File: src/cidcfg_pkg.sv
// Constants for the caller-identity gain and hysteresis configuration bank.
// Assumes a single CPU clock domain; no bus beyond the two CPU registers.
package cidcfg_pkg;

   localparam int unsigned REG_W       = 8;
   localparam int unsigned NUM_CFG     = 6;
   localparam int unsigned IDX_W       = 3;
   localparam int unsigned NIB_W       = 4;
   localparam int unsigned HYST_W      = 6;
   localparam int unsigned CNT_W       = 8;

   // Internal register indices
   localparam logic [2:0] IDX_ROW_TOL    = 3'h0;
   localparam logic [2:0] IDX_COL_MODE   = 3'h1;
   localparam logic [2:0] IDX_GAIN_AF    = 3'h2;
   localparam logic [2:0] IDX_GAIN_DTMF  = 3'h3;
   localparam logic [2:0] IDX_HYST_AD    = 3'h4;
   localparam logic [2:0] IDX_HYST_FL    = 3'h5;
   localparam logic [2:0] IDX_LAST       = 3'h5;

   // Field positions
   localparam int unsigned STROBE_BIT    = 4;
   localparam int unsigned MODE_TONE_BIT = 4;
   localparam int unsigned PT_RST_BIT    = 5;
   localparam int unsigned AT_PAUSE_BIT  = 6;
   localparam int unsigned HI_NIB_LSB    = 4;
   localparam int unsigned LO_NIB_LSB    = 0;

   // Reset values
   localparam logic [7:0] RST_DATA       = 8'h00;
   localparam logic [7:0] RST_INDEX      = 8'h00;
   localparam logic [7:0] RST_ROW_TOL    = 8'h00;
   localparam logic [7:0] RST_COL_MODE   = 8'h00;
   localparam logic [7:0] RST_GAIN       = 8'h55;
   localparam logic [7:0] RST_HYST       = 8'h00;

   // Tolerance codes
   localparam logic [1:0] TOL_NARROW     = 2'h0;
   localparam logic [1:0] TOL_MEDIUM     = 2'h1;
   localparam logic [1:0] TOL_WIDE       = 2'h2;
   localparam logic [1:0] TOL_RESERVED   = 2'h3;

   // Gain and hysteresis scaling
   localparam logic [3:0] GAIN_MAX       = 4'hA;
   localparam logic [5:0] HYST_BASE13_MV = 6'h0D;
   localparam logic [5:0] HYST_BASE6_MV  = 6'h06;
   localparam logic [5:0] HYST_STEP_MV   = 6'h03;

endpackage

File: src/cidcfg_bank.sv
// Caller-identity gain and hysteresis configuration bank, indirect access.
// Assumes CPU register writes arrive as one-cycle strobes on clk_sys;
// analog detector outputs are asynchronous and are synchronised here.
//
// Overview of operation
// - Index register low three bits select target.
// - Bit 4 rising edge copies data register.
// - Indices zero to five map six registers.
// - Row nibble selects row frequency tolerance.
// - Column nibble selects column frequency tolerance.
// - Column bit 4 selects tone-detector mode.
// - Bit 5 makes frequency change reset present counter.
// - Bit 6 makes absent counter pause, not decrement.
// - Each gain nibble gives code zero to ten.
// - Individual enables gated by global; ring always.
// - Tone mode raises group presence bits three clocks after in-band energy, with no guard count, while the DTMF receiver is on.
`timescale 1ns/100ps
module cidcfg_bank (
   // Clock and reset
   input  wire logic        clk_sys,
   input  wire logic        resetn,
   // CPU register access
   input  wire logic        cfgDataWrEn,
   input  wire logic        cfgIndexWrEn,
   input  wire logic [7:0]  cpuWrData,
   output logic      [7:0]  cfgDataRd,
   output logic      [7:0]  cfgIndexRd,
   // Enable bits from the CPU
   input  wire logic        globalEnable,
   input  wire logic        fskEnableBit,
   input  wire logic        alertEnableBit,
   input  wire logic        dtmfEnableBit,
   output logic             fskDecoderOn,
   output logic             alertDetectorOn,
   output logic             dtmfReceiverOn,
   output logic             ringDetectorOn,
   // Analog detector levels
   input  wire logic        toneHighEnergy,
   input  wire logic        toneLowEnergy,
   input  wire logic        dtmfToneSeen,
   input  wire logic        dtmfFreqChanged,
   // Guard time limits
   input  wire logic [7:0]  presentLimit,
   input  wire logic [7:0]  absentLimit,
   // DTMF configuration
   output logic      [1:0]  rowTolCode,
   output logic      [1:0]  colTolCode,
   output logic             toneDetectMode,
   // Gain codes
   output logic      [3:0]  gainAlert,
   output logic      [3:0]  gainFsk,
   output logic      [3:0]  gainDtmfHigh,
   output logic      [3:0]  gainDtmfLow,
   // Hysteresis in millivolts
   output logic      [5:0]  alertHystMv,
   output logic      [5:0]  dtmfHystMv,
   output logic      [5:0]  fskInHystMv,
   output logic      [5:0]  fskDetHystMv,
   // Detector status
   output logic             toneHighPresent,
   output logic             toneLowPresent,
   output logic             dtmfValid,
   output logic      [7:0]  presentCount,
   output logic      [7:0]  absentCount
);

   logic [7:0] cfgReg_q [cidcfg_pkg::NUM_CFG];
   logic       strobePrev_q;
   logic       strobeRise;
   logic [2:0] cfgIdx;
   logic [3:0] detSync;

   // Tolerance decode for row and column nibbles
   function automatic logic [1:0] tolDecode(input logic [3:0] nib);
      logic [1:0] code;
      code = cidcfg_pkg::TOL_RESERVED;
      if (nib == 4'h0)
         code = cidcfg_pkg::TOL_NARROW;
      else if (nib == 4'h1)
         code = cidcfg_pkg::TOL_MEDIUM;
      else if (nib[3:1] == 3'h1)
         code = cidcfg_pkg::TOL_WIDE;
      return code;
   endfunction

   // Gain code, values above ten clamp
   function automatic logic [3:0] gainClamp(input logic [3:0] nib);
      return (nib > cidcfg_pkg::GAIN_MAX) ? cidcfg_pkg::GAIN_MAX : nib;
   endfunction

   function automatic logic [5:0] hystMv(input logic [5:0] base, input logic [3:0] nib);
      return 6'(base + cidcfg_pkg::HYST_STEP_MV * {2'h0, nib});
   endfunction

   // CPU-visible data and index registers
   always_ff @(posedge clk_sys or negedge resetn)
   begin
      if (!resetn)
         cfgDataRd <= cidcfg_pkg::RST_DATA;
      else if (cfgDataWrEn)
         cfgDataRd <= cpuWrData;
   end

   always_ff @(posedge clk_sys or negedge resetn)
   begin
      if (!resetn)
         cfgIndexRd <= cidcfg_pkg::RST_INDEX;
      else if (cfgIndexWrEn)
         cfgIndexRd <= cpuWrData;
   end

   // Strobe edge detect on index bit 4
   always_ff @(posedge clk_sys or negedge resetn)
   begin
      if (!resetn)
         strobePrev_q <= 1'b0;
      else
         strobePrev_q <= cfgIndexRd[cidcfg_pkg::STROBE_BIT];
   end

   assign strobeRise = cfgIndexRd[cidcfg_pkg::STROBE_BIT] & ~strobePrev_q;
   assign cfgIdx     = cfgIndexRd[cidcfg_pkg::IDX_W-1:0];

   // Internal registers; indices six and seven are ignored
   for (genvar i = 0; i < cidcfg_pkg::NUM_CFG; i++)
   begin : g_cfg
      localparam logic [7:0] RST_VAL = (i == 0) ? cidcfg_pkg::RST_ROW_TOL :
                                       (i == 1) ? cidcfg_pkg::RST_COL_MODE :
                                       (i <= 3) ? cidcfg_pkg::RST_GAIN : cidcfg_pkg::RST_HYST;
      always_ff @(posedge clk_sys or negedge resetn)
      begin
         if (!resetn)
            cfgReg_q[i] <= RST_VAL;
         else if (strobeRise && cfgIdx == 3'(i))
            cfgReg_q[i] <= cfgDataRd;
      end
   end

   // Tolerance and mode fields; reserved row bits are not used
   always_ff @(posedge clk_sys or negedge resetn)
   begin
      if (!resetn)
      begin
         rowTolCode     <= cidcfg_pkg::TOL_NARROW;
         colTolCode     <= cidcfg_pkg::TOL_NARROW;
         toneDetectMode <= 1'b0;
      end
      else
      begin
         rowTolCode     <= tolDecode(cfgReg_q[cidcfg_pkg::IDX_ROW_TOL][3:0]);
         colTolCode     <= tolDecode(cfgReg_q[cidcfg_pkg::IDX_COL_MODE][3:0]);
         toneDetectMode <= cfgReg_q[cidcfg_pkg::IDX_COL_MODE][cidcfg_pkg::MODE_TONE_BIT];
      end
   end

   // Gain nibbles
   always_ff @(posedge clk_sys or negedge resetn)
   begin
      if (!resetn)
      begin
         gainAlert    <= cidcfg_pkg::RST_GAIN[7:4];
         gainFsk      <= cidcfg_pkg::RST_GAIN[3:0];
         gainDtmfHigh <= cidcfg_pkg::RST_GAIN[7:4];
         gainDtmfLow  <= cidcfg_pkg::RST_GAIN[3:0];
      end
      else
      begin
         gainAlert    <= gainClamp(cfgReg_q[cidcfg_pkg::IDX_GAIN_AF][7:4]);
         gainFsk      <= gainClamp(cfgReg_q[cidcfg_pkg::IDX_GAIN_AF][3:0]);
         gainDtmfHigh <= gainClamp(cfgReg_q[cidcfg_pkg::IDX_GAIN_DTMF][7:4]);
         gainDtmfLow  <= gainClamp(cfgReg_q[cidcfg_pkg::IDX_GAIN_DTMF][3:0]);
      end
   end

   // Hysteresis levels
   always_ff @(posedge clk_sys or negedge resetn)
   begin
      if (!resetn)
      begin
         alertHystMv  <= cidcfg_pkg::HYST_BASE13_MV;
         dtmfHystMv   <= cidcfg_pkg::HYST_BASE6_MV;
         fskInHystMv  <= cidcfg_pkg::HYST_BASE13_MV;
         fskDetHystMv <= cidcfg_pkg::HYST_BASE13_MV;
      end
      else
      begin
         alertHystMv  <= hystMv(cidcfg_pkg::HYST_BASE13_MV, cfgReg_q[cidcfg_pkg::IDX_HYST_AD][7:4]);
         dtmfHystMv   <= hystMv(cidcfg_pkg::HYST_BASE6_MV, cfgReg_q[cidcfg_pkg::IDX_HYST_AD][3:0]);
         fskInHystMv  <= hystMv(cidcfg_pkg::HYST_BASE13_MV, cfgReg_q[cidcfg_pkg::IDX_HYST_FL][7:4]);
         fskDetHystMv <= hystMv(cidcfg_pkg::HYST_BASE13_MV, cfgReg_q[cidcfg_pkg::IDX_HYST_FL][3:0]);
      end
   end

   // Detector enables under the global enable; ring detector always on
   always_ff @(posedge clk_sys or negedge resetn)
   begin
      if (!resetn)
      begin
         fskDecoderOn    <= 1'b0;
         alertDetectorOn <= 1'b0;
         dtmfReceiverOn  <= 1'b0;
         ringDetectorOn  <= 1'b0;
      end
      else
      begin
         fskDecoderOn    <= globalEnable & fskEnableBit;
         alertDetectorOn <= globalEnable & alertEnableBit;
         dtmfReceiverOn  <= globalEnable & dtmfEnableBit;
         ringDetectorOn  <= 1'b1;
      end
   end

   cidcfg_sync #(
      .WIDTH (4)
   ) u_sync (
      .clk_sys (clk_sys),
      .resetn  (resetn),
      .asyncIn ({dtmfFreqChanged, dtmfToneSeen, toneLowEnergy, toneHighEnergy}),
      .syncOut (detSync)
   );

   // Tone presence bits follow in-band energy in tone mode
   always_ff @(posedge clk_sys or negedge resetn)
   begin
      if (!resetn)
      begin
         toneHighPresent <= 1'b0;
         toneLowPresent  <= 1'b0;
      end
      else
      begin
         toneHighPresent <= detSync[0] & toneDetectMode & dtmfReceiverOn;
         toneLowPresent  <= detSync[1] & toneDetectMode & dtmfReceiverOn;
      end
   end

   cidcfg_guard u_guard (
      .clk_sys       (clk_sys),
      .resetn        (resetn),
      .runEn         (dtmfReceiverOn & ~toneDetectMode),
      .resetOnChange (cfgReg_q[cidcfg_pkg::IDX_COL_MODE][cidcfg_pkg::PT_RST_BIT]),
      .pauseOnReturn (cfgReg_q[cidcfg_pkg::IDX_COL_MODE][cidcfg_pkg::AT_PAUSE_BIT]),
      .presentLimit  (presentLimit),
      .absentLimit   (absentLimit),
      .toneSeen      (detSync[2]),
      .freqChanged   (detSync[3]),
      .presentCount  (presentCount),
      .absentCount   (absentCount),
      .toneValid     (dtmfValid)
   );
endmodule

File: src/cidcfg_guard.sv
// DTMF present-time and absent-time guard counters.
// Assumes synchronised detector inputs and one count per clock.
`timescale 1ns/100ps
module cidcfg_guard (
   // Clock and reset
   input  wire logic                           clk_sys,
   input  wire logic                           resetn,
   // Control
   input  wire logic                           runEn,
   input  wire logic                           resetOnChange,
   input  wire logic                           pauseOnReturn,
   input  wire logic [cidcfg_pkg::CNT_W-1:0]   presentLimit,
   input  wire logic [cidcfg_pkg::CNT_W-1:0]   absentLimit,
   // Detector
   input  wire logic                           toneSeen,
   input  wire logic                           freqChanged,
   // Status
   output logic      [cidcfg_pkg::CNT_W-1:0]   presentCount,
   output logic      [cidcfg_pkg::CNT_W-1:0]   absentCount,
   output logic                                toneValid
);

   // Present-time up-counter
   always_ff @(posedge clk_sys or negedge resetn)
   begin
      if (!resetn)
         presentCount <= '0;
      else if (!runEn || !toneSeen || toneValid)
         presentCount <= '0;
      else if (resetOnChange && freqChanged)
         presentCount <= '0;
      else if (presentCount != presentLimit)
         presentCount <= presentCount + 1'b1;
   end

   // Absent-time counter
   always_ff @(posedge clk_sys or negedge resetn)
   begin
      if (!resetn)
         absentCount <= '0;
      else if (!runEn || !toneValid)
         absentCount <= '0;
      else if (!toneSeen)
      begin
         if (absentCount != absentLimit)
            absentCount <= absentCount + 1'b1;
      end
      else if (!pauseOnReturn && absentCount != '0)
         absentCount <= absentCount - 1'b1;
   end

   // Valid flag
   always_ff @(posedge clk_sys or negedge resetn)
   begin
      if (!resetn)
         toneValid <= 1'b0;
      else if (!runEn)
         toneValid <= 1'b0;
      else if (!toneValid && toneSeen && presentCount == presentLimit)
         toneValid <= 1'b1;
      else if (toneValid && !toneSeen && absentCount == absentLimit)
         toneValid <= 1'b0;
   end
endmodule

File: src/cidcfg_sync.sv
// Two-flop synchroniser, one stage pair per bit.
// Assumes inputs are asynchronous levels from the analog front end.
`timescale 1ns/100ps
module cidcfg_sync #(
   parameter int unsigned WIDTH = 2
) (
   // Clock and reset
   input  wire logic             clk_sys,
   input  wire logic             resetn,
   // Data
   input  wire logic [WIDTH-1:0] asyncIn,
   output logic      [WIDTH-1:0] syncOut
);

   logic [WIDTH-1:0] meta_q;

   for (genvar i = 0; i < WIDTH; i++)
   begin : g_bit
      always_ff @(posedge clk_sys or negedge resetn)
      begin
         if (!resetn)
         begin
            meta_q[i]  <= 1'b0;
            syncOut[i] <= 1'b0;
         end
         else
         begin
            meta_q[i]  <= asyncIn[i];
            syncOut[i] <= meta_q[i];
         end
      end
   end

endmodule

File: config.mk
export PLATFORM = sky130hd
export DESIGN_NAME = cidcfg_bank
export DESIGN_NICKNAME = d
export VERILOG_FILES = /design/src/cidcfg_pkg.sv /design/src/cidcfg_bank.sv /design/src/cidcfg_guard.sv /design/src/cidcfg_sync.sv
export SDC_FILE = /design/constraint.sdc
export NUM_CORES = 1
export LEC_CHECK = 0
export CORE_UTILIZATION = 56
export CTS_CLUSTER_SIZE = 20
export DETAILED_ROUTE_END_ITERATION = 8
export DONT_BUFFER_PORTS = 1
export PLACE_DENSITY = 0.68
export SLEW_MARGIN = 20
export SYNTH_ARGS = -nofsm -noshare
export SYNTH_HDL_FRONTEND = slang
export SYNTH_SLANG_ARGS = --single-unit
File: constraint.sdc
create_clock -name clk_sys -period 3.6 [get_ports clk_sys]
set_clock_uncertainty 0.15 [all_clocks]
set_input_delay 0.18 -clock clk_sys [delete_from_list [all_inputs] [get_ports clk_sys]]
set_output_delay 0.18 -clock clk_sys [all_outputs]
set_load 0.05 [all_outputs]
Yosys cells after proc, flatten, opt, wreduce, memory -nomap -nowiden
Cells that the tools add are included.
Word-level totals
  output and inout port bits: 84
  input port bits: 36
  logic and storage cells: 124
  flip-flop bits (word level): 136
Cells by class
  reductions and logical operators: 26
  add/subtract/negate cells: 7
  bitwise gates (word level): 11
  multipliers: 4
  $lt $le $gt $ge: 4
  equal/unequal tests: 15
  multiplexer cells: 20
Operators by type and width (count)
  $mux W8: 7
  $mul A2 B4 Y6 const A: 4
  $add A4 B6 Y6 const A: 3
  $add A8 B1 Y8 const B: 2
  $eq A8 B8 Y1: 2
  $gt A4 B4 Y1 const B: 4
  $mux W4: 4
  $ne A8 B8 Y1: 2
  $logic_and A1 B1 Y1: 12
  $and A1 B1 Y1: 9
  $eq A3 B1 Y1 const B: 3
  $eq A4 B1 Y1 const B: 2
  $logic_not A4 Y1: 2
  $mux W2: 4
  $reduce_bool A8 Y1: 1
  $sub A8 B1 Y8 const B: 1
  $add A3 B6 Y6 const A: 1
  $eq A3 B2 Y1 const B: 2
  $eq A3 B3 Y1 const B: 2
  $reduce_bool A3 Y1: 2
  $mux W1: 5
  $logic_not A1 Y1: 4
  $logic_not A3 Y1: 1
  $logic_or A1 B1 Y1: 3
  other kinds (4): 5

Logic depth before layout (Yosys ltp)
  word-level depth: 6
  depth in mapped cells: 7
  depth with buffers taken out: 7

Hierarchy
Synthesis repeated with hierarchy kept, for this count alone.
Unflattened totals
  cell total of the unflattened synthesis: 452
  area, all modules: 5915.7 um2
By module, submodules not included
  cidcfg_bank: area each 4488.1 um2, times used 1, cells an instance 308
  cidcfg_guard: area each 1227.4 um2, times used 1, cells an instance 136
  cidcfg_sync: area each 200.2 um2, times used 1, cells an instance 8

Least setup slack after synthesis
OpenSTA, ideal clock, no wires.
  path type: register to register
  start point: reg u_guard.absentCount[3] (netlist bit)
  end point: reg u_guard.absentCount[7] (netlist bit)
  buffers on the path: 0
  stages on the path, launching flop included: 7
  arrival: 2.110 ns
  slack: 1.209 ns
  clock period less this slack: 2.391 ns
  data required time: 3.319 ns
  cell sequence: dfrtp_1 -> ha_1 -> and3_1 -> a211oi_2 -> o21ai_0 -> and3_1 -> or3_1
Between the ends
  word-level cells in the longest chain between the ends: 4
RTL lines
  start, declared: line cidcfg_guard.sv:19  | output logic [cidcfg_pkg::CNT_W-1:0] absentCount,
  start signal, assigned: line cidcfg_guard.sv:46  | absentCount <= absentCount + 1'b1;
  start signal, assigned: line cidcfg_guard.sv:49  | absentCount <= absentCount - 1'b1;
  $add A8 B1 Y8, or another cell as far along: line cidcfg_guard.sv:46
  $mux W8, or another cell as far along: line cidcfg_guard.sv:45  | if (absentCount != absentLimit)
  $mux W8 or $ne A3 B1 Y1 (tied branches)
  $mux W8 or $reduce_and A2 Y1 (tied branches)
Several ways; a longest one is shown, not always the timed one. The select of a mux whose other input is x is not followed.
A chain may end at the register's enable or synchronous reset.

Worst setup path in the final report
Ends and elaborated chain as after synthesis.

==> results.txt <==
- Diodes inserted: 0
* Number of global-route vias before repair: 3669
- Total grt overflow: 0
- The smallest clock period supported by the final layout is computed as 2.62 ns.
* Buffers inserted during post-CTS setup optimization: 0
* Setup TNS: 0 ns
- Peak Freq: 0.381 GHz
- After synthesis, the mean cell area works out to 12.6 um^2.
* Pre-CTS setup slack: 1.03 ns
- Startpoint of the worst hold path: absentLimit[5]
- Measured along the y axis, the die boundary spans 105 um.
* Leakage power: 0.00319 uW
* Hold Fails Final Rpt: 0
* Maximum number of pins on one net before global-route repair: 137
- The first global-routing pass estimated 18.0 mm of wire.
- Number of vias after detailed routing: 3564
- Peak supply drop: 0.737 mV
- Row count: 37
- Number of hold buffers added after cts: 26
- Dividing the detail-routed wire length by the instance count gives 17.2 um.
- Of the synthesized area, sequential elements account for 0.575.
- Clock-pin slew was measured on the worst setup and hold paths at 0.06 ns.
* Number of H-tree levels: 4
* Number of iterations in the first detailed-routing pass: 4
- Count of distinct cell types in the synthesized netlist: 44
* Post-detailed-route DRC marker count: 0
- Synthesized Nets: 549
- Final net count: 583
- Horizontal die dimension: 105 um
- In this run, CTS created clock tree buffers numbering 17.
- Yosys printed 0 warnings.
* Critical path start-end classification: reg2reg
- The wire-length estimate of the detail-placed layout is 7.34 mm.
* Core area: 10300 um^2
- Clock tree from TritonCTS: yes
* Maximum buffer depth of the clock tree: 2
- At the pin with the least slew margin, the transition time is 0.727 ns.
- Headroom to the max-slew limit came out at 0.515.
- Pin placement for this block handled 120 I/O pins.
- Final antenna-violating net count: 0
- Across the run, the number of max-cap violations was 0.
- Number of sinks driven by the clock tree: 136
- Pins Over Slew Limit: 0
* Slack of the critical path: 0.975 ns
- Placer's final routability congestion estimate: 0.864
* Area added between synthesis and finish: 16.8%
- In the final layout, the share of cells above drive strength 1 is 0.227.
- Largest area contributor in the netlist: dfrtp_1
* Effective utilization at floorplan: 0.579
* Number of buffers inserted by port buffering: 0
* Register bit count reported by yosys: 136
* Unrepaired setup endpoints after global routing: false
- In the routed layout, each cell is associated on average with a via count of 5.44.
* Number of instances in the synthesized netlist: 473
- For the worst setup path, the data required time is 3.91 ns.
* Worst hold path cell count: 5
- Setup slack on the worst reg-to-reg path comes out at 0.98 ns.
- Of all nets on the critical path, the largest fanout is 5.
- Later-pin clock latency in the skew report: 0.52 ns
- DRC violation total after the first TritonRoute iteration: 218
- In the post-synthesis netlist, the biggest area contributors are dfrtp_1, dfstp_2, mux2_2.
- Crit Reg-Reg Endpoint: u_guard.absentCount[7]
- Summing all placed instances gives a cell area of 6100 um^2.
* Worst hold endpoint: u_guard.toneValid
- Type of origin of the critical path: flip-flop
* Reg-to-Reg Start: u_guard.absentCount[3]
* Area of the die: 11100 um^2
- Root Buffer Master: clkbuf_8
- Portion of the clock cycle consumed by the worst path in the final layout: 0.729
- Global-route usage over all layers: 0.217
- WP data arrival: 2.93 ns
* Worst min-delay path class: in2reg
- Setup-violating endpoint count in the final report: 0
- Result of the run: finished clean
* Area fraction of the dominant cell type after synthesis: 0.456
- Antenna violations before repair: 0
- Design area: 6990 um^2
* Cell area after technology mapping: 5980 um^2
* Post_cts resized: 0
* Depth of the worst register-to-register path: 6
- Element type at the critical path end: flip-flop
- For this block, the routed nets add up to 11.3 mm of wire.
- Power density relative to cell area: 912 nW/um^2
-- per-stage QoR --
stage	total power (uW)	hold slack (ns)	std cells	utilization
global route	6710	0.0373	655	0.677
detailed placement	4620	-0.261	598	0.591
finish	6370	0.0635	655	0.677
global placement	4550	-0.262	598	0.591
floorplan	4320	-0.266	473	-
CTS	6440	0.0431	655	0.677
-- report_power, final --
part,internal [uW],switching [uW],total (uW)
clock,1100,633,1740
sequential,2140,1250,3400
combinational,641,589,1230
-- synthesized netlist by cell type, drive strengths merged --
cell / count
dfrtp: 109
mux2: 50
inv: 49
ha: 35
dfstp: 27
o21ai: 25
xnor2: 20
nand2: 18
xor2: 15
nor2: 14
a21o: 11
clkbuf: 11
a21oi: 8
and2: 8
and3: 8
nor2b: 8
nor4: 6
fa: 5
o2111ai: 5
nor3: 4
o211ai: 4
o21a: 4
or3: 4
nand3: 3
a31o: 2
mux2i: 2
nand4: 2
nor3b: 2
o41ai: 2
a2111oi: 1
a211oi: 1
a21boi: 1
buf: 1
conb: 1
nand3b: 1
nand4b: 1
o221ai: 1
o31a: 1
or2: 1
or3b: 1
or4: 1
-- logic make-up (layout without fill, tap and decap cells) --
kind of cell,after synthesis,in the layout,share of synthesized area
XOR/XNOR,35,35,0.0513
multiplexers,52,52,0.0975
adder cells (fa/ha/maj),40,40,0.0900
flip-flops,136,136,0.575
AO/OA/AOI/OAI,66,66,0.0726
AND/OR/NAND/NOR,82,82,0.0737
other,1,1,0.000627
buffers and inverters,61,107,0.0395
-- state kept, by name, indices dropped and copies added, names as in the netlist, 2 cells and up --
| signal | count |
|---|---|
| alertHystMv | 6 |
| cfgDataRd | 8 |
| fskDetHystMv | 6 |
| u_guard.absentCount | 8 |
| fskInHystMv | 6 |
| u_guard.presentCount | 8 |
| rowTolCode | 2 |
| dtmfHystMv | 6 |
| u_sync.meta_q | 4 |
| gainDtmfLow | 4 |
| gainDtmfHigh | 4 |
| cfgReg_q | 43 |
| cfgIndexRd | 8 |
| u_sync.syncOut | 4 |
| colTolCode | 2 |
| gainFsk | 4 |
| gainAlert | 4 |
-- per-layer routing --
metal	track usage	vias to the layer above	wire, um	share of wire
met4	0.103	0	201	0.018
li1	-	1670	-	-
met1	0.258	1785	4620	0.41
met2	0.361	91	5860	0.52
met5	0	-	0	0
met3	0.0662	18	593	0.053
-- worst max-delay path: stages (launching register included) --
cell       delay, ns
dfrtp_1         0.71
ha_1            0.39
and3_1          0.20
a211oi_2        0.30
o21ai_0         0.17
a2111oi_0       0.47
or3_1           0.17
-- cell usage in the layout, fill, tap and decap left out, types with 8 or more instances in the layout --
cell,n
xnor2_1,20
a21o_1,10
nor2b_1,8
and3_1,8
xor2_1,15
nand2_1,18
a21oi_1,8
mux2_2,50
inv_1,49
ha_1,35
dfrtp_1,109
dlygate4sd3_1,25
clkbuf_16,16
and2_1,8
o21ai_0,25
nor2_1,13
dfstp_2,27
-- worst max path at each step --
stage / slack (ns) / depth (start not counted) / end / start
2_1_floorplan: 1.21 / 6 / u_guard.absentCount[7] / u_guard.absentCount[3]
4_1_cts: 1.01 / 7 / u_guard.absentCount[4] / u_guard.absentCount[0]
6_report: 0.98 / 6 / u_guard.absentCount[7] / u_guard.absentCount[3]
3_5_place_dp: 1.03 / 6 / u_guard.absentCount[7] / u_guard.absentCount[3]
3_3_place_gp: 1.10 / 6 / u_guard.absentCount[7] / u_guard.absentCount[3]
5_1_grt: 0.76 / 6 / u_guard.absentCount[7] / u_guard.absentCount[3]
-- area by class of cell --
cell class	instances	area, um^2
flip-flops and latches	136	3440
fillers	738	3340
multi-input cells	276	2310
clock buffers	20	455
repair buffers	27	285
inverters	49	184
well taps	136	170
clock inverters	11	148
No activity file was read; power rests on OpenSTA's default activity.
